--- src/sec_pkg.sv ---
// Purpose: shared constants, types and decode helpers for the
//          serial receive equalizer control block
// Assumes: 32-bit AHB-Lite data, one register per aligned word
// Notes:   byte address of a register is four times its index
`default_nettype none
package sec_pkg;

   localparam int SEC_LANES = 16;

   // register indices; byte address = index * 4
   localparam logic [9:0] SEC_IDX_GLOBAL = 10'h1c2;
   localparam logic [9:0] SEC_IDX_ZERO = 10'h1c3;
   localparam logic [9:0] SEC_IDX_LANE_SET = 10'h1d0;
   localparam logic [9:0] SEC_IDX_LANE_STAT = 10'h1e0;

   // global control field positions and register write masks
   localparam int SEC_MODE_LSB = 0;
   localparam int SEC_FREEZE_BIT = 2;
   localparam int SEC_ZOVR_BIT = 3;
   localparam int SEC_LOVR_BIT = 4;
   localparam logic [7:0] SEC_GLOBAL_MASK = 8'h1f;
   localparam logic [7:0] SEC_ZERO_MASK = 8'h1f;
   localparam logic [7:0] SEC_LANE_SET_MASK = 8'h7f;

   // lane setting and status field positions
   localparam int SEC_BOOST_LSB = 5;
   localparam int SEC_OVER_BIT = 6;
   localparam int SEC_UNDER_BIT = 5;

   // reset values
   localparam logic [7:0] SEC_GLOBAL_RST = 8'h00;
   localparam logic [7:0] SEC_ZERO_RST = 8'h00;
   localparam logic [7:0] SEC_LANE_SET_RST = 8'h08;

   // lane rate codes and automatic zero codes
   localparam logic [1:0] SEC_RATE_FULL = 2'h0;
   localparam logic [1:0] SEC_RATE_HALF = 2'h1;
   localparam logic [1:0] SEC_RATE_QUARTER = 2'h2;
   localparam logic [1:0] SEC_RATE_EIGHTH = 2'h3;
   localparam logic [4:0] SEC_ZAUTO_FULL = 5'h1f;
   localparam logic [4:0] SEC_ZAUTO_QUARTER = 5'h1b;
   localparam logic [4:0] SEC_ZAUTO_EIGHTH = 5'h08;

   // ahb-lite codes
   localparam logic [1:0] SEC_HTRANS_NONSEQ = 2'h2;
   localparam logic SEC_HRESP_OKAY = 1'b0;

   typedef enum logic [1:0] {
      SEC_MODE_OFF = 2'h0,
      SEC_MODE_ADAPT = 2'h1,
      SEC_MODE_PRE = 2'h2,
      SEC_MODE_POST = 2'h3
   } sec_mode_type;

   typedef enum logic [3:0] {
      SEC_BUS_IDLE = 4'h1,
      SEC_BUS_WRITE = 4'h2,
      SEC_BUS_RD_WAIT = 4'h4,
      SEC_BUS_RD_DONE = 4'h8
   } sec_bus_state_type;

   typedef struct packed {
      sec_mode_type mode;
      logic level_from_manual;
      logic adapt_hold;
      logic [4:0] manual_level;
      logic [1:0] gain_boost_sel;
      logic [2:0] boost_db;
      logic [4:0] zero_freq_code;
   } sec_lane_ctrl_type;

   typedef struct packed {
      logic [15:0] therm_level;
      logic analysis_over_flag;
      logic analysis_under_flag;
   } sec_lane_stat_type;

   function automatic logic [4:0] sec_popcount(input logic [15:0] therm);
      logic [4:0] cnt;
      cnt = 5'h00;
      for (int i = 0; i < 16; i++) begin
         cnt = cnt + {4'h0, therm[i]};
      end
      return cnt;
   endfunction

   function automatic logic [4:0] sec_auto_zero(input logic [1:0] rate);
      logic [4:0] z;
      unique case (rate)
         SEC_RATE_FULL, SEC_RATE_HALF: z = SEC_ZAUTO_FULL;
         SEC_RATE_QUARTER: z = SEC_ZAUTO_QUARTER;
         SEC_RATE_EIGHTH: z = SEC_ZAUTO_EIGHTH;
      endcase
      return z;
   endfunction

   // boost step in dB: two per code step
   function automatic logic [2:0] sec_boost_db(input logic [1:0] code);
      return {code, 1'b0};
   endfunction

   function automatic logic sec_in_bank(input logic [9:0] idx,
                                        input logic [9:0] base);
      return idx[9:4] == base[9:4];
   endfunction

endpackage
`default_nettype wire

--- src/sec_lane.sv ---
// Purpose: one lane's setting register, control word and status byte
// Assumes: status inputs synchronous to hclk
// Notes:   control word registered so the analog side sees flops
`timescale 1ns/10ps
`default_nettype none
module sec_lane (
   input wire logic hclk, // bus clock
   input wire logic hresetn, // async reset, active low
   input wire logic ce, // clock enable
   input wire logic wr_en, // write this lane's setting
   input wire logic [7:0] wdata, // write byte
   input wire logic [7:0] global_ctrl, // global control register
   input wire logic [4:0] zero_code, // zero code in force
   input wire sec_pkg::sec_lane_stat_type stat_in, // lane analog status
   output sec_pkg::sec_lane_ctrl_type ctrl_out, // lane control word
   output logic [7:0] setting_rb, // setting readback
   output logic [7:0] status_rb // status readback
);
   import sec_pkg::*;

   logic [7:0] setting_r;
   sec_lane_ctrl_type ctrl_nxt;
   sec_mode_type mode;
   logic lovr;

   always_ff @(posedge hclk or negedge hresetn) begin
      if (!hresetn) begin
         setting_r <= SEC_LANE_SET_RST;
      end else if (ce && wr_en) begin
         setting_r <= wdata & SEC_LANE_SET_MASK;
      end
   end

   always_comb begin
      mode = sec_mode_type'(global_ctrl[SEC_MODE_LSB +: 2]);
      lovr = global_ctrl[SEC_LOVR_BIT];
      ctrl_nxt.mode = mode;
      ctrl_nxt.level_from_manual = (mode == SEC_MODE_ADAPT) && lovr;
      ctrl_nxt.adapt_hold = (mode == SEC_MODE_ADAPT) && !lovr &&
                            global_ctrl[SEC_FREEZE_BIT];
      ctrl_nxt.manual_level = setting_r[4:0];
      ctrl_nxt.gain_boost_sel = setting_r[SEC_BOOST_LSB +: 2];
      ctrl_nxt.boost_db = sec_boost_db(setting_r[SEC_BOOST_LSB +: 2]);
      ctrl_nxt.zero_freq_code = zero_code;
   end

   always_ff @(posedge hclk or negedge hresetn) begin
      if (!hresetn) begin
         ctrl_out <= '0;
      end else if (ce) begin
         ctrl_out <= ctrl_nxt;
      end
   end

   assign setting_rb = setting_r;

   // pure wiring: a read never touches the lane's flags
   always_comb begin
      status_rb = 8'h00;
      status_rb[SEC_OVER_BIT] = stat_in.analysis_over_flag;
      status_rb[SEC_UNDER_BIT] = stat_in.analysis_under_flag;
      status_rb[4:0] = sec_popcount(stat_in.therm_level);
   end
endmodule
`default_nettype wire

--- src/sec_top.sv ---
// Purpose: ahb-lite register bank for the receive equalizer of a
//          sixteen-lane serial receiver
// Assumes: single word transfers only, one slave on the bus
// Notes:   writes take no wait state, reads take one
// Summary of operation
// - adaptive mode with level override takes each lane's manual level
// - zero override applies programmed code, else code follows lane rate
// - freeze holds adaptation only in adaptive mode without override
// - two-bit mode: off, adaptive, precursor or postcursor analysis
// - automatic zero code: 1f full/half, 1b quarter, 08 eighth rate
// - five-bit zero code in bits 4:0, shared by all lanes
// - sixteen lane setting registers consecutive from 1d0, lane 0 lowest
// - boost bits 6:5 add 0, 2, 4 or 6 dB gain
// - manual level used only under override; software keeps it 0 to 16
// - status bit 6 reports the lane's analysis over flag
// - status bit 5 reports the lane's analysis under flag
// - status low bits give count of set thermometer level bits
// - global control at 1c2 resets to zero, equalizer disabled
// - status registers from 1e0 are read-only and ignore writes
//
// The AHB-Lite interface to the registers was left to the implementer.
`timescale 1ns/10ps
`default_nettype none
module sec_top (
   input wire logic hclk, // bus clock, 10 MHz
   input wire logic hresetn, // async reset, active low
   input wire logic ce, // clock enable, freezes all state
   input wire logic hsel, // slave select
   input wire logic [31:0] haddr, // byte address
   input wire logic [1:0] htrans, // transfer type
   input wire logic hwrite, // write when high
   input wire logic [2:0] hsize, // transfer size, word assumed
   input wire logic [31:0] hwdata, // write data
   input wire logic hready, // bus ready in
   output logic hreadyout, // slave ready out
   output logic hresp, // response, always okay
   output logic [31:0] hrdata, // read data
   input wire logic [1:0] lane_rate, // lane rate setting
   input wire sec_pkg::sec_lane_stat_type lane_stat [sec_pkg::SEC_LANES], // in
   output sec_pkg::sec_lane_ctrl_type lane_ctrl [sec_pkg::SEC_LANES] // out
);
   import sec_pkg::*;

   sec_bus_state_type state_r;
   sec_bus_state_type state_nxt;
   logic [7:0] global_r;
   logic [7:0] zero_r;
   logic [4:0] zero_code_r;
   logic [4:0] zero_code_nxt;
   logic [9:0] idx_r;
   logic mapped_r;
   logic [31:0] hrdata_r;
   logic [7:0] rd_byte;
   logic take;
   logic addr_ok;
   logic wr_en;
   logic [7:0] wbyte;
   logic lane_set_wr;
   logic [7:0] set_rb [SEC_LANES];
   logic [7:0] stat_rb [SEC_LANES];

   // hsize is not decoded: only whole words are ever issued
   assign take = ce && hsel && hready && htrans[1];
   assign addr_ok = (haddr[31:12] == 20'h00000) && (haddr[1:0] == 2'h0);

   // data phase of a write completes only on an enabled cycle
   assign wr_en = ce && (state_r == SEC_BUS_WRITE) && mapped_r;
   assign wbyte = hwdata[7:0];

   // low ce stretches every data phase, so no beat is lost
   assign hreadyout = ce && (state_r != SEC_BUS_RD_WAIT);
   assign hresp = SEC_HRESP_OKAY;
   assign hrdata = hrdata_r;

   always_comb begin
      state_nxt = state_r;
      unique case (state_r)
         SEC_BUS_IDLE, SEC_BUS_WRITE, SEC_BUS_RD_DONE: begin
            if (take) begin
               state_nxt = hwrite ? SEC_BUS_WRITE : SEC_BUS_RD_WAIT;
            end else begin
               state_nxt = SEC_BUS_IDLE;
            end
         end
         SEC_BUS_RD_WAIT: begin
            state_nxt = SEC_BUS_RD_DONE;
         end
         default: begin
            state_nxt = SEC_BUS_IDLE;
         end
      endcase
   end

   always_ff @(posedge hclk or negedge hresetn) begin
      if (!hresetn) begin
         state_r <= SEC_BUS_IDLE;
      end else if (ce) begin
         state_r <= state_nxt;
      end
   end

   always_ff @(posedge hclk or negedge hresetn) begin
      if (!hresetn) begin
         idx_r <= 10'h000;
         mapped_r <= 1'b0;
      end else if (take) begin
         idx_r <= haddr[11:2];
         mapped_r <= addr_ok;
      end
   end

   // reserved bits are dropped on write and read back as zero
   always_ff @(posedge hclk or negedge hresetn) begin
      if (!hresetn) begin
         global_r <= SEC_GLOBAL_RST;
      end else if (wr_en && (idx_r == SEC_IDX_GLOBAL)) begin
         global_r <= wbyte & SEC_GLOBAL_MASK;
      end
   end

   always_ff @(posedge hclk or negedge hresetn) begin
      if (!hresetn) begin
         zero_r <= SEC_ZERO_RST;
      end else if (wr_en && (idx_r == SEC_IDX_ZERO)) begin
         zero_r <= wbyte & SEC_ZERO_MASK;
      end
   end

   // rate may move at any time, so the choice is re-made every cycle
   always_comb begin
      if (global_r[SEC_ZOVR_BIT]) begin
         zero_code_nxt = zero_r[4:0];
      end else begin
         zero_code_nxt = sec_auto_zero(lane_rate);
      end
   end

   always_ff @(posedge hclk or negedge hresetn) begin
      if (!hresetn) begin
         zero_code_r <= SEC_ZAUTO_FULL;
      end else if (ce) begin
         zero_code_r <= zero_code_nxt;
      end
   end

   // status bank has no write path at all
   assign lane_set_wr = wr_en && sec_in_bank(idx_r, SEC_IDX_LANE_SET);

   for (genvar g = 0; g < SEC_LANES; g++) begin : g_lane
      sec_lane u_lane (
         .hclk(hclk),
         .hresetn(hresetn),
         .ce(ce),
         .wr_en(lane_set_wr && (idx_r[3:0] == 4'(g))),
         .wdata(wbyte),
         .global_ctrl(global_r),
         .zero_code(zero_code_r),
         .stat_in(lane_stat[g]),
         .ctrl_out(lane_ctrl[g]),
         .setting_rb(set_rb[g]),
         .status_rb(stat_rb[g])
      );
   end

   always_comb begin
      rd_byte = 8'h00;
      if (mapped_r) begin
         if (idx_r == SEC_IDX_GLOBAL) begin
            rd_byte = global_r;
         end else if (idx_r == SEC_IDX_ZERO) begin
            rd_byte = zero_r;
         end else if (sec_in_bank(idx_r, SEC_IDX_LANE_SET)) begin
            rd_byte = set_rb[idx_r[3:0]];
         end else if (sec_in_bank(idx_r, SEC_IDX_LANE_STAT)) begin
            rd_byte = stat_rb[idx_r[3:0]];
         end
      end
   end

   // the wait cycle lets a write in the overlapping beat land first
   always_ff @(posedge hclk or negedge hresetn) begin
      if (!hresetn) begin
         hrdata_r <= 32'h00000000;
      end else if (ce && (state_r == SEC_BUS_RD_WAIT)) begin
         hrdata_r <= {24'h000000, rd_byte};
      end
   end
endmodule
`default_nettype wire

--- config.mk ---
export PLATFORM = sky130hd
export DESIGN_NAME = sec_top
export DESIGN_NICKNAME = d
export VERILOG_FILES = /design/src/sec_pkg.sv /design/src/sec_lane.sv /design/src/sec_top.sv
export SDC_FILE = /design/constraint.sdc
export NUM_CORES = 1
export LEC_CHECK = 0
export ABC_AREA = 1
export BUFFER_PORTS_ARGS = -buffer_cell sky130_fd_sc_hd__buf_2
export CORE_AREA = 2 2 276 278
export CTS_CLUSTER_SIZE = 28
export DETAILED_ROUTE_END_ITERATION = 10
export DIE_AREA = 0 0 278 280
export MAX_ROUTING_LAYER = met4
export SYNTH_ARGS = -nofsm -noshare
export SYNTH_HDL_FRONTEND = slang
export SYNTH_SLANG_ARGS = --single-unit
--- constraint.sdc ---
create_clock -name hclk -period 1.9 [get_ports hclk]
set_input_delay 0.095 -clock hclk [delete_from_list [all_inputs] [get_ports hclk]]
set_output_delay 0.095 -clock hclk [all_outputs]
set_load 0.01 [all_outputs]
# Yosys cells after proc, flatten, opt, wreduce, memory -nomap -nowiden
# Cells that the tools add are included.
# W data, S select, Z words.
dict set report op_classes {
  muxes 16
  magnitude_cmp 1
  add_sub_neg 240
  n_bitwise 1
  reduce_logical 53
  n_eq_ne 28
}
# op count
set ops {}
lappend ops {{$add A5 B1 Y5} 224}
lappend ops {{$mux W8} 9}
lappend ops {{$bmux W8 S4} 2}
lappend ops {{$logic_and A1 B1 Y1} 46}
lappend ops {{$eq A4 B4 Y1 const B} 9}
lappend ops {{$add A1 B1 Y2} 16}
lappend ops {{$eq A10 B9 Y1 const B} 2}
lappend ops {{$eq A4 B3 Y1 const B} 5}
lappend ops {{$logic_not A20 Y1} 1}
lappend ops {{$pmux W5 S3} 1}
lappend ops {{$eq A4 B2 Y1 const B} 3}
lappend ops {{$eq A6 B5 Y1 const B} 2}
lappend ops {{$eq A4 B1 Y1 const B} 2}
lappend ops {{$pmux W4 S2} 1}
lappend ops {{$mux W3} 2}
lappend ops {{$ge A5 B5 Y1 const B} 1}
lappend ops {{$mux W5} 1}
lappend ops {{$not A4 Y5} 1}
lappend ops {{$eq A2 B1 Y1 const B} 2}
lappend ops {{$eq A2 B2 Y1 const B} 2}
lappend ops {{$logic_not A2 Y1} 2}
lappend ops {{$logic_not A4 Y1} 1}
lappend ops {{$ne A4 B3 Y1 const B} 1}
lappend ops {{$reduce_or A3 Y1} 1}
lappend ops {{other kinds (2)} 2}
dict set report word_totals {
  elab_cells 398
  reg_bits 271
}

# Depth between registers and ports, before layout
# Gate-level depths: netlist of run 1.
dict set report depth {
  depth_word 23
  ltp_mapped 22
  mapped_depth_nobuf 22
}

# By module
# Synthesis of run 1 repeated with hierarchy kept, for this count alone.
dict set report unflattened {
  hier_cells 3737
  area_unflattened_um2 27829.2
}
# module n_inst area_each_um2 cells_per_inst seq_area_each_um2
set by_module_without_submodules {}
lappend by_module_without_submodules {{sec_lane at g_lane[0].u_lane ...} 11 1422.6 170 576.8}
lappend by_module_without_submodules {{sec_lane at g_lane[12].u_lane ...} 5 1415.1 166 576.8}
lappend by_module_without_submodules {sec_top 1 5104.9 1037 958.4}

# Least setup slack after synthesis of run 1
# OpenSTA, ideal clock, no wires.
dict set report synth_timing {
  kind {input to register}
  start {input port lane_stat[2] (netlist name)}
  end {register hrdata_r[4] (netlist: hrdata[4])}
  slack_ns -1.997
  cell_stages 18
  t_arrival_ns 3.832
  t_required_ns 1.835
  path_cell_list {ha_1 inv_1 fa_1 fa_1 fa_1 fa_1 fa_1 fa_1 inv_1 a21oi_1 o21ai_0 nand2_1 o21ai_0 o21a_1 nand3_1 nand2_1 nand2_1 nand2_1}
}
dict set report synth_via {
  elab_chain_len 23
}
# item line
set synth_lines {}
lappend synth_lines {{start: declaration} sec_top.sv:39} ;# input wire sec_pkg::sec_lane_stat_type lane_stat [sec_pkg::SEC_LANES],
lappend synth_lines {{$add A1 B1 Y2} sec_pkg.sv:82} ;# cnt = cnt + {4'h0, therm[i]};
lappend synth_lines {{$add A5 B1 Y5 (14 in a row)} sec_pkg.sv:82}
lappend synth_lines {{$bmux W8 S4} sec_top.sv:175} ;# rd_byte = stat_rb[idx_r[3:0]];
lappend synth_lines {{$mux W8 (implied by the code) (2 in a row)} sec_top.sv:175}
lappend synth_lines {{$mux W8} sec_top.sv:174} ;# end else if (sec_in_bank(idx_r, SEC_IDX_LANE_STAT)) begin
lappend synth_lines {{$mux W8} sec_top.sv:172} ;# end else if (sec_in_bank(idx_r, SEC_IDX_LANE_SET)) begin
lappend synth_lines {{$mux W8} sec_top.sv:170} ;# end else if (idx_r == SEC_IDX_ZERO) begin
lappend synth_lines {{$mux W8} sec_top.sv:168} ;# if (idx_r == SEC_IDX_GLOBAL) begin
lappend synth_lines {{$mux W8} sec_top.sv:167} ;# if (mapped_r) begin
lappend synth_lines {{end signal: assignment} sec_top.sv:185} ;# hrdata_r <= {24'h000000, rd_byte};
lappend synth_lines {{end: declaration} sec_top.sv:52} ;# logic [31:0] hrdata_r;
# Every way passes these cells. The select of a mux whose other input is x is not followed.
# A chain may end at the register's enable or synchronous reset.

# Worst setup path after layout of run 1
dict set report layout_timing {
  start {input port lane_stat[146] (netlist name)}
  end {register hrdata_r[4] (netlist: hrdata[4])}
}
# The elaborated chain is that of the path after synthesis.

==> results of run 1 <==
cells in the mapped netlist (2+ instances only):
cell      number  area, sq um
nor4_1         9        56.30
a211oi_1       3        22.52
nor2_4         2        22.52
dfrtp_1      248         6206
or2_0          2        12.51
o21ai_0      107        535.5
clkbuf_1      42        157.7
o21ai_1       63        315.3
a21oi_1       48        240.2
buf_6         10        112.6
nand3_1       59        295.3
o21ai_2       15        131.4
a22oi_1       32        240.2
buf_4        209         1569
o22a_1         3        26.28
buf_1         11        41.29
nand2_1      610         2290
ha_1          80         1001
o22ai_1       60        375.4
nor4_4         2        42.54
nor2_1        40        150.1
nand4_1        7        43.79
nor3_1         6        30.03
dfstp_2       22        578.1
inv_2          8        30.03
nand3_4        9        157.7
buf_2         18        90.09
xnor2_1       17        148.9
nand3b_1       8        60.06
nand2_2        3        18.77
o31ai_1        4        30.03
o211ai_1       4        30.03
or2_2          3        18.77
inv_1        398         1494
fa_1         160         3203
layout by cell type (no fill, tap or decap), types with 7 or more instances in the layout:
cell and n:
inv_1 395, a21oi_2 8, inv_2 8, buf_12 28, a21oi_1 40, a22oi_2 11
nand3_1 47, nand4_1 7, xnor2_1 14, dfrtp_1 246, conb_1 42, clkbuf_16 31
a22oi_1 21, buf_2 626, diode_2 12, o21ai_2 17, o22ai_1 53, buf_6 22
nand3_4 9, ha_1 74, nand2_1 600, o21ai_1 78, dfstp_2 22, fa_1 127
nand3b_1 8, nand3_2 12, clkbuf_1 10, o21ai_0 90, fa_2 33, nand2_2 10
dlygate4sd3_1 30, o22ai_2 7, nor2_1 35, buf_4 172
critical path: stages:
cell and delay (ns):
buf_2 0.10, ha_1 0.28, inv_1 0.07, fa_1 0.42
fa_1 0.47, fa_1 0.54, fa_1 0.46, fa_2 0.37
fa_2 0.36, o21ai_0 0.16, a21oi_1 0.10, nor3_2 0.25
buf_4 0.15, o21a_1 0.14, nand3_2 0.07, nand2_1 0.06
nand2_1 0.04, nand2_1 0.05
registers in the layout, summed over array words and instances, names as in the netlist:
signal	cells
g_lane.u_lane.ctrl_out	121
g_lane.u_lane.setting_rb	112
global_r	5
hrdata	7
idx_r	10
mapped_r	1
state_r	4
zero_code_r	5
zero_r	5
logic make-up after synthesis:
group                    Yosys count  share of synthesized area
AND/OR/NAND/NOR                  763                     0.1627
buffers and inverters            697                     0.1770
AO/OA/AOI/OAI                    342                    0.09919
flip-flops                       270                     0.3417
adder cells (fa/ha/maj)          240                     0.2117
XOR/XNOR                          17                   0.007499
other                              1                  0.0001889
what timing repair did:
action | CTS | global route
pin swaps | 18 | 20
buffers inserted | 16 | 8
gates cloned | 2 | 3
hold buffers | 31 | 0
setup endpoints to repair | 46 | 65
endpoints found under the hold margin | 311 | 0
resized for setup | 87 | 53
metal layers:
metal / part of all wire / global-route usage / vias to the layer above / routed length, um
met5: 0 / - / - / 0
met2: 0.51 / 0.3296 / 572 / 37320
met4: 0.027 / 0.05184 / 0 / 2003
met1: 0.41 / 0.2264 / 8241 / 29940
met3: 0.054 / 0.02731 / 95 / 3971
li1: - / - / 8364 / -
layout make-up:
cell class	instances	area share
clock buffer	44	0.03183
antenna	12	0.001133
timing repair buffer	886	0.2150
sequential	270	0.2561
multi-input combinational	1404	0.3871
tap	978	0.04618
inverter	406	0.05780
clock inverter	12	0.004817
power breakdown:
| part | total (uW) | internal (uW) | switching [uW] | leakage [uW] |
|---|---|---|---|---|
| sequential | 5920 | 5820 | 94.0 | 0.00366 |
| combinational | 12500 | 6010 | 6530 | 0.0105 |
| clock | 5750 | 3240 | 2500 | 0.000474 |
| total | 24200 | 15100 | 9120 | 0.0147 |
how the worst max path moves through the flow:
stage | from | to | slack (ns) | depth (start not counted)
floorplan | lane_stat[57] | hrdata[4] | -1.85 | 18
global placement | lane_stat[200] | hrdata[4] | -2.57 | 20
detailed placement | lane_stat[200] | hrdata[4] | -2.53 | 20
CTS | lane_stat[146] | hrdata[4] | -1.73 | 18
global route | lane_stat[201] | hrdata[4] | -1.89 | 20
finish | lane_stat[146] | hrdata[4] | -1.73 | 18
per-stage QoR:
step / setup slack (ns) / total power, uW / utilization / hold slack (ns) / cell area [sq um]
finish: -1.731 / 24200 / 0.3524 / 0.02243 / 26500
global route: -1.885 / 26030 / 0.3524 / 0.02711 / 26500
CTS: -1.733 / 24290 / 0.3481 / 0.001968 / 26180
detailed placement: -2.532 / 17610 / 0.3234 / -0.05628 / 24320
global placement: -2.565 / 17400 / 0.3234 / -0.05611 / 24320
floorplan: -1.855 / 12860 / - / -0.2006 / 20100
==> flow_metrics.env, run 1 <==
export IMPL_post_route_drc_count=0
export IMPL_worstMarginPinSlew_ns=0.6735
export IMPL_grt_pass1_vias=17160
export IMPL_fin_tns_setup_ns=-8.290
export IMPL_holdCritStartpoint="hwdata[4]"
export IMPL_dr_pass1_iters=5
export IMPL_fin_ws_ns=-1.731
export IMPL_grt_max_degree=82
export IMPL_finalSetupViolCount=7
export IMPL_cts_htree_levels=1
export IMPL_routabilityCongestion=0.9395
export IMPL_post_route_period_util=1.911
export IMPL_violations="setup timing"
export IMPL_hold_depth=4
export IMPL_r2r_end="hrdata[3]"
export IMPL_instances_no_fill=4012
export IMPL_drt_total_wl_mm=73.24
export IMPL_hpwlAfterDp_mm=59.13
export IMPL_final_max_slew_viol_count=0
export IMPL_p_leak_uw=0.01466
export IMPL_yosys_warnings=0
export IMPL_arrival_ns=4.17
export IMPL_vias_per_cell=4.305
export IMPL_area_growth_syn_to_layout_pct=33.45
export IMPL_grt_overflow=0
export IMPL_die_w_um=278
export IMPL_cts_buffers=30
export IMPL_synthFlopType="dfrtp_1"
export IMPL_drv_cap=0
export IMPL_synth_edff_count=0
export IMPL_antenna_found_initial=16
export IMPL_min_delay_path_class="primary input to flop"
export IMPL_hold_viol=0
export IMPL_ys_seq_elements=270
export IMPL_rsz0062_at_grt="yes"
export IMPL_synth_cells=2330
export IMPL_crit_path_end_kind="flop"
export IMPL_status="complete, but fails checks"
export IMPL_cts_buffer_depth=3
export IMPL_drive_gt1_frac=0.3570
export IMPL_insertion_delay_ns=0.61
export IMPL_seqCellArea_sq_mm=0.006787
export IMPL_post_place_cells=3889
export IMPL_die_area_sq_mm=0.07784
export IMPL_cp_max_fo=2
export IMPL_seq_area_frac_synth=0.3417
export IMPL_die_height_um=280
export IMPL_wl_per_cell_um=18.25
export IMPL_core_area_sq_mm=0.07519
export IMPL_grt_usage=0.1884
export IMPL_cts_tree="built"
export IMPL_portBuffers=631
export IMPL_netlist_area_sq_mm=0.01986
export IMPL_clock_skew_ns=0.05416
export IMPL_async_flop_share=1.000
export IMPL_r2r_setup_slack_ns=-0.43
export IMPL_clkSinkCount=270
export IMPL_grt_pass1_wl_mm=106.9
export IMPL_num_io_pins=703
export IMPL_holdPathEnd="g_lane[9].u_lane.setting_rb[4]"
export IMPL_power_density_mw_per_mm2=913.4
export IMPL_drtIter0Drc=987
export IMPL_critical_path_class="primary input to flop"
export IMPL_nets=3603
export IMPL_fmax_mhz=275.4
export IMPL_ant_nets=0
export IMPL_period_needed_ns=3.631
export IMPL_start_util=0.2641
export IMPL_root_buffer="clkbuf_16"
export IMPL_r2r_cells=14
export IMPL_fp_row_count=101
export IMPL_synthDistinctLibCells=43
export IMPL_path_clk_slew_ns=0.06
export IMPL_slew_headroom=0.5505
export IMPL_start_kind="primary input"
export IMPL_multiInputGateArea_sq_mm=0.01026
export IMPL_syn_area_per_cell_sq_um=8.522
export IMPL_vdd_drop_max_mv=0.6404
export IMPL_worstPathRequired_ns=2.44
export IMPL_fillers=7865
export IMPL_r2r_start="idx_r[1]"
export IMPL_via_count=17270
No activity file was read; power rests on OpenSTA's default activity.
==> inputs of run 2 (changes only) <==
Settings changed: CORE_AREA 2 2 276 278 to unset, CORE_MARGIN set to 2, CORE_UTILIZATION set to 30, DIE_AREA 0 0 278 280 to unset, SYNTH_HIERARCHICAL set to 1.
==> run 2 against run 1 <==
  * The run still ends with setup timing left
  * Power up 34%
  * Setup slack better by 0.33 ns
  * Fmax up 10%
  * Hold slack worse by 0.0029 ns
  * Synthesized area up 40%
  * Sequential share of layout area up 3.3 points
  * Largest cell class unchanged
  * Largest power group unchanged
==> flow_metrics.env, run 2 <==
export IMPL_status="complete, but fails checks"
export IMPL_violations="setup timing"
export IMPL_wl_per_cell_um=16.93
export IMPL_ys_seq_elements=406
export IMPL_root_buffer="clkbuf_16"
export IMPL_slew_headroom=0.4554
export IMPL_cts_htree_levels=2
export IMPL_min_delay_path_class="primary input to async pin"
export IMPL_nets=4930
export IMPL_synthMostInstantiatedCell="nand2_1"
export IMPL_slowest_delay_ns=0.55
export IMPL_rsz0062_at_grt="yes"
export IMPL_cts_tree="built"
export IMPL_vdd_drop_max_mv=0.5874
export IMPL_insertion_delay_ns=0.60
export IMPL_num_io_pins=703
export IMPL_grt_usage=0.2012
export IMPL_fin_ws_ns=-1.402
export IMPL_ant_nets=0
export IMPL_routabilityCongestion=0.8672
export IMPL_portBuffers=632
export IMPL_cts_buffers=49
export IMPL_crit_top_cell="nand2_1"
export IMPL_dr_pass1_iters=6
export IMPL_drive_gt1_frac=0.2782
export IMPL_multiInputGateArea_sq_mm=0.01416
export IMPL_synthFlopType="dfrtp_1"
export IMPL_synthDistinctLibCells=33
export IMPL_crit_path_end_kind="flop"
export IMPL_final_max_slew_viol_count=0
export IMPL_hpwlAfterDp_mm=72.51
export IMPL_largest_reg_flops=256
export IMPL_grt_pass1_wl_mm=141.3
export IMPL_path_clk_slew_ns=0.06
export IMPL_start_util=0.3031
export IMPL_seq_area_frac_synth=0.3661
export IMPL_fp_row_count=111
export IMPL_crit_family="adder cells"
export IMPL_clock_skew_ns=0.02068
export IMPL_instances_no_fill=5615
export IMPL_clkSinkCount=406
export IMPL_post_place_cells=5448
export IMPL_period_needed_ns=3.302
export IMPL_regMostFlops="g_lane.u_lane/ctrl_out"
export IMPL_syn_area_per_cell_sq_um=7.447
export IMPL_drtIter0Drc=1661
export IMPL_p_leak_uw=0.02042
export IMPL_post_route_period_util=1.738
export IMPL_grt_max_degree=79
export IMPL_core_area_sq_mm=0.09180
export IMPL_post_route_drc_count=0
export IMPL_netlist_area_leader_share=0.3453
export IMPL_drv_cap=0
export IMPL_grt_pass1_vias=23810
export IMPL_fillers=9587
export IMPL_synth_area_leader_cell="dfrtp_1"
export IMPL_hold_viol=0
export IMPL_path_cells="buf_2, inv_1, fa_1, fa_1, fa_1, fa_1, inv_1, ha_2, inv_1, fa_2, inv_1, nand2_1, nand2_1, nand2_2, nand2_2, nand2_1, nand2_2, o21ai_2, nand3_1, nand2_1, nand2_1"
export IMPL_yosys_top_cells_area="dfrtp_1, nand2_1, fa_1"
export IMPL_area_growth_syn_to_layout_pct=26.81
export IMPL_fmax_mhz=302.9
export IMPL_die_w_um=308.6
export IMPL_die_height_um=308.6
export IMPL_worstPathRequired_ns=2.38
export IMPL_synth_edff_count=0
export IMPL_worst_path_buf_inv=5
export IMPL_final_common_cell="nand2_1"
export IMPL_seqCellArea_sq_mm=0.01020
export IMPL_yosys_warnings=6
export IMPL_yosys_top_cells_count="nand2_1, inv_1, dfrtp_1, buf_4, nand3_1"
export IMPL_critical_path_class="primary input to flop"
export IMPL_worstMarginPinSlew_ns=0.8169
export IMPL_antenna_found_initial=13
export IMPL_via_count=24160
export IMPL_crit_slowest_cell="fa_1"
export IMPL_fin_tns_setup_ns=-6.258
export IMPL_power_density_mw_per_mm2=921.6
export IMPL_grt_overflow=0
export IMPL_cts_buffer_depth=3
export IMPL_r2r_cells=14
export IMPL_finalSetupViolCount=7
export IMPL_start_kind="primary input"
export IMPL_drt_total_wl_mm=95.06
export IMPL_vias_per_cell=4.303
export IMPL_r2r_start="idx_r[1]"
export IMPL_arrival_ns=3.78
export IMPL_cp_max_fo=2
export IMPL_synth_cells=3737
export IMPL_async_flop_share=1.000
export IMPL_mostFrequentLayoutCells="nand2_1, buf_2, inv_1, dfrtp_1, fa_1"
export IMPL_netlist_area_sq_mm=0.02783
export IMPL_startpoint="lane_stat[167]"
export IMPL_crit_cells=21
export IMPL_die_area_sq_mm=0.09522
run 2: worst reg2reg max path, cell delays in order (launching register included):
cell     delay (ns)
dfrtp_2        0.48
buf_4          0.18
buf_4          0.15
nor2_4         0.11
buf_12         0.14
nand2_1        0.05
o21ai_1        0.11
nor2_1         0.09
buf_4          0.14
nor2_1         0.08
nor2_1         0.05
nand2_1        0.16
nand3_1        0.10
nand2_1        0.07
nand2_1        0.04
run 2: where the power goes:
part,internal [uW],switching [uW]
sequential,8910,189
clock,5400,3910
combinational,5980,8130
run 2: cell type report:
type	count	share of cell area
Sequential cell	406	0.2889
Inverter	604	0.06488
Multi-Input combinational cell	2423	0.4012
Antenna cell	9	0.0006382
Timing Repair Buffer	841	0.1555
Clock buffer	72	0.03950
Tap cell	1243	0.04407
Clock inverter	17	0.005353
run 2: worst paths after layout:
kind | to | slack [ns]
setup / recovery | hrdata[1] | -1.40
hold / removal | g_lane[10].u_lane/ctrl_out[0] | 0.02
setup reg to reg | hrdata[2] | -0.17
hold reg to reg | g_lane[10].u_lane/ctrl_out[12] | 0.46
max in group asynchronous | idx_r[0] | 1.05
min in group hclk | g_lane[7].u_lane/setting_rb[1] | 0.09
run 2: what timing repair did:
action                                  4_1_cts  5_1_grt
setup buffers                                22       12
pin swaps                                    52      157
cloned                                        1        3
endpoints found under the hold margin       433        0
gates resized for setup                     133      205
endpoints found under the setup margin      125      130
hold buffers                                 34        0
run 2: per-layer routing:
layer | wire length [um] | vias to the layer above | track usage
met2 | 46850 | 714 | 0.3416
met3 | 5564 | 96 | 0.03295
met4 | 1756 | 0 | 0.03755
li1 | - | 11950 | -
met1 | 40890 | 11400 | 0.2540
met5 | 0 | - | -
run 2: cell families after synthesis:
kind of cell / after synthesis / share of synthesized area
AOI/OAI and AO/OA: 95 / 0.01861
xor gates and xnor gates: 16 / 0.005035
adders and majority gates: 240 / 0.1511
buffers and inverters: 964 / 0.1717
DFF: 406 / 0.3661
other: 17 / 0.002293
and+or+nand+nor: 1999 / 0.2852
run 2: metrics by stage:
step	setup WS [ns]	hold WS [ns]	instance area, sq um	util	total power, uW
3_5_place_dp	-2.042	0.06354	31750	0.3458	22250
6_report	-1.402	0.01950	35290	0.3844	32520
2_1_floorplan	-1.599	-0.2006	28100	-	18120
5_1_grt	-1.577	0.02011	35290	0.3844	35280
4_1_cts	-1.371	0.008853	34340	0.3741	32370
3_3_place_gp	-2.067	0.05677	31750	0.3458	22030
==> inputs of run 3 (changes only) <==
Settings changed: PLACE_DENSITY set to 0.56.
==> run 3 against run 2 <==
  * The run still ends with setup timing left
  * Sequential power is essentially flat
  * Critical path depth is the same
  * Fmax grew 1.0%
  * Non-clock buffer count grew 28
  * Clock skew shrank 0.0032 ns
==> flow_metrics.env, run 3 (synthesis gave the netlist of run 2 again) <==
export IMPL_status="complete, but fails checks"
export IMPL_violations="setup timing"
export IMPL_routabilityCongestion=0.8620
export IMPL_cts_buffer_depth=3
export IMPL_ant_nets=0
export IMPL_power_frac_comb=0.432
export IMPL_swShare=0.3679
export IMPL_clkPwrFrac=0.292
export IMPL_grt_overflow=0
export IMPL_worst_path_buf_inv=4
export IMPL_fmax_mhz=306.0
export IMPL_final_max_slew_viol_count=0
export IMPL_cp_max_fo=2
export IMPL_placed_area_sq_mm=0.03216
export IMPL_seqCellArea_sq_mm=0.01020
export IMPL_worstMarginPinSlew_ns=0.7858
export IMPL_regMostFlops="g_lane.u_lane/ctrl_out"
export IMPL_vdd_drop_max_mv=0.5273
export IMPL_arrival_ns=3.74
export IMPL_slowest_delay_ns=0.55
export IMPL_drv_cap=0
export IMPL_pre_cts_ws_ns=-2.062
export IMPL_seqPwrFrac=0.275
export IMPL_power_density_mw_per_mm2=935.5
export IMPL_drtIter0Drc=1412
export IMPL_cts_htree_levels=2
export IMPL_min_delay_path_class="primary input to async pin"
export IMPL_internal_power_uw=20920
export IMPL_path_clk_slew_ns=0.06
export IMPL_start_util=0.3031
export IMPL_multiInputGateArea_sq_mm=0.01393
export IMPL_clkSinkCount=406
export IMPL_wl_per_cell_um=16.55
export IMPL_die_area_sq_mm=0.09522
export IMPL_grt_pass1_vias=23930
export IMPL_clock_skew_ns=0.01747
export IMPL_crit_family="adder cells"
export IMPL_root_buffer="clkbuf_16"
export IMPL_fin_ws_ns=-1.368
export IMPL_mostFrequentLayoutCells="nand2_1, buf_2, inv_1, dfrtp_1, fa_1"
export IMPL_post_route_util=0.3853
export IMPL_worstPathRequired_ns=2.37
export IMPL_crit_top_cell="nand2_1"
export IMPL_rsz0062_at_grt="yes"
export IMPL_post_route_period_util=1.720
export IMPL_start_kind="primary input"
export IMPL_vias_per_cell=4.276
export IMPL_critical_path_class="primary input to flop"
export IMPL_cts_buffers=48
export IMPL_final_common_cell="nand2_1"
export IMPL_drt_total_wl_mm=93.40
export IMPL_largest_reg_flops=256
export IMPL_grt_usage=0.1982
export IMPL_holdWs_ns=0.02103
export IMPL_period_needed_ns=3.268
export IMPL_area_growth_syn_to_layout_pct=27.11
export IMPL_switching_power_uw=12170
export IMPL_hpwlAfterDp_mm=72.44
export IMPL_antenna_found_initial=9
export IMPL_crit_path_end_kind="flop"
export IMPL_via_count=24140
export IMPL_finalSetupViolCount=29
export IMPL_grt_max_degree=70
export IMPL_hold_viol=0
export IMPL_path_cells="buf_2, inv_1, fa_1, fa_1, fa_1, fa_1, inv_1, ha_2, inv_1, fa_2, xnor2_1, nand2_1, nand2_1, nand2_1, nand2_1, nand2_1, nand2_2, o21ai_2, nand3_1, nand2_2, nand2_1"
export IMPL_slew_headroom=0.4761
export IMPL_cts_tree="built"
export IMPL_nets=4957
export IMPL_core_area_sq_mm=0.09180
export IMPL_crit_slowest_cell="fa_1"
export IMPL_post_route_drc_count=0
export IMPL_insertion_delay_ns=0.59
export IMPL_num_io_pins=703
export IMPL_dr_pass1_iters=5
export IMPL_p_leak_uw=0.02053
export IMPL_die_w_um=308.6
export IMPL_post_place_cells=5498
export IMPL_grt_pass1_wl_mm=139.7
export IMPL_fp_row_count=111
export IMPL_fillers=9622
export IMPL_final_area_sq_mm=0.03537
export IMPL_portBuffers=632
export IMPL_instances_no_fill=5645
export IMPL_die_height_um=308.6
export IMPL_drive_gt1_frac=0.2764
[run 3: what timing repair did]
item / 4_1_cts / 5_1_grt
pin swaps: 38 / 108
gates cloned: 2 / 0
resized for setup: 88 / 184
endpoints found under the setup margin: 118 / 129
hold buffers: 26 / 0
setup buffers: 6 / 14
endpoints found under the hold margin: 409 / 0
[run 3: cell type report]
cell class	instances	area share
multi-input combinational	2423	0.3939
sequential	406	0.2883
timing repair buffer	869	0.1611
inverter	604	0.06459
tap	1243	0.04397
clock buffer	71	0.04068
clock inverter	19	0.006756
antenna	10	0.0007074
[run 3: worst reg2reg max path, cell delays in order, from the launching register on]
cell and delay, ns:
dfrtp_2 0.52, clkinv_4 0.18, buf_12 0.16, nor2_4 0.13
buf_12 0.15, nand2_1 0.06, nand2_1 0.05, nor2_1 0.06
buf_4 0.14, nor2_1 0.08, nor2_1 0.05, nand2_1 0.16
nand3_1 0.12, nand2_2 0.08, nand2_1 0.05
[run 3: power by group through the flow]
stage	Sequential [uW]	Combinational, uW	Clock (uW)
floorplan	9310	8810	0
global placement	9270	13600	0
detailed placement	9270	13800	0
CTS	9110	14300	10000
global route	9140	16500	10300
finish	9110	14300	9670
[run 3: path summary, 6_finish.rpt]
check,startpoint,to,slack [ns],cells past startpoint
max,lane_stat[175],hrdata[2],-1.37,21
min,hresetn,g_lane[10].u_lane/ctrl_out[2],0.02,2
max reg2reg,idx_r[1],hrdata[2],-0.21,14
min reg2reg,g_lane[15].u_lane/ctrl_out[12],g_lane[15].u_lane/ctrl_out[12],0.46,2
max in group asynchronous,hresetn,g_lane[10].u_lane/ctrl_out[1],0.96,3
min in group hclk,hsel,idx_r[6],0.02,5
[run 3: stage by stage]
| step | TNS (ns) | total power (uW) |
|---|---|---|
| floorplan | -7.141 | 18120 |
| global placement | -13.75 | 22830 |
| detailed placement | -18.09 | 23030 |
| CTS | -9.824 | 33460 |
| global route | -16.87 | 35970 |
| finish | -6.650 | 33090 |
[run 3: layer usage]
layer  part of all wire  global-route usage  vias up
met1               0.43              0.2459    11340
met3              0.056             0.03364      121
met5                  0                   -        -
met2               0.49              0.3326      665
li1                   -                   -    12010
met4              0.027             0.05457        0
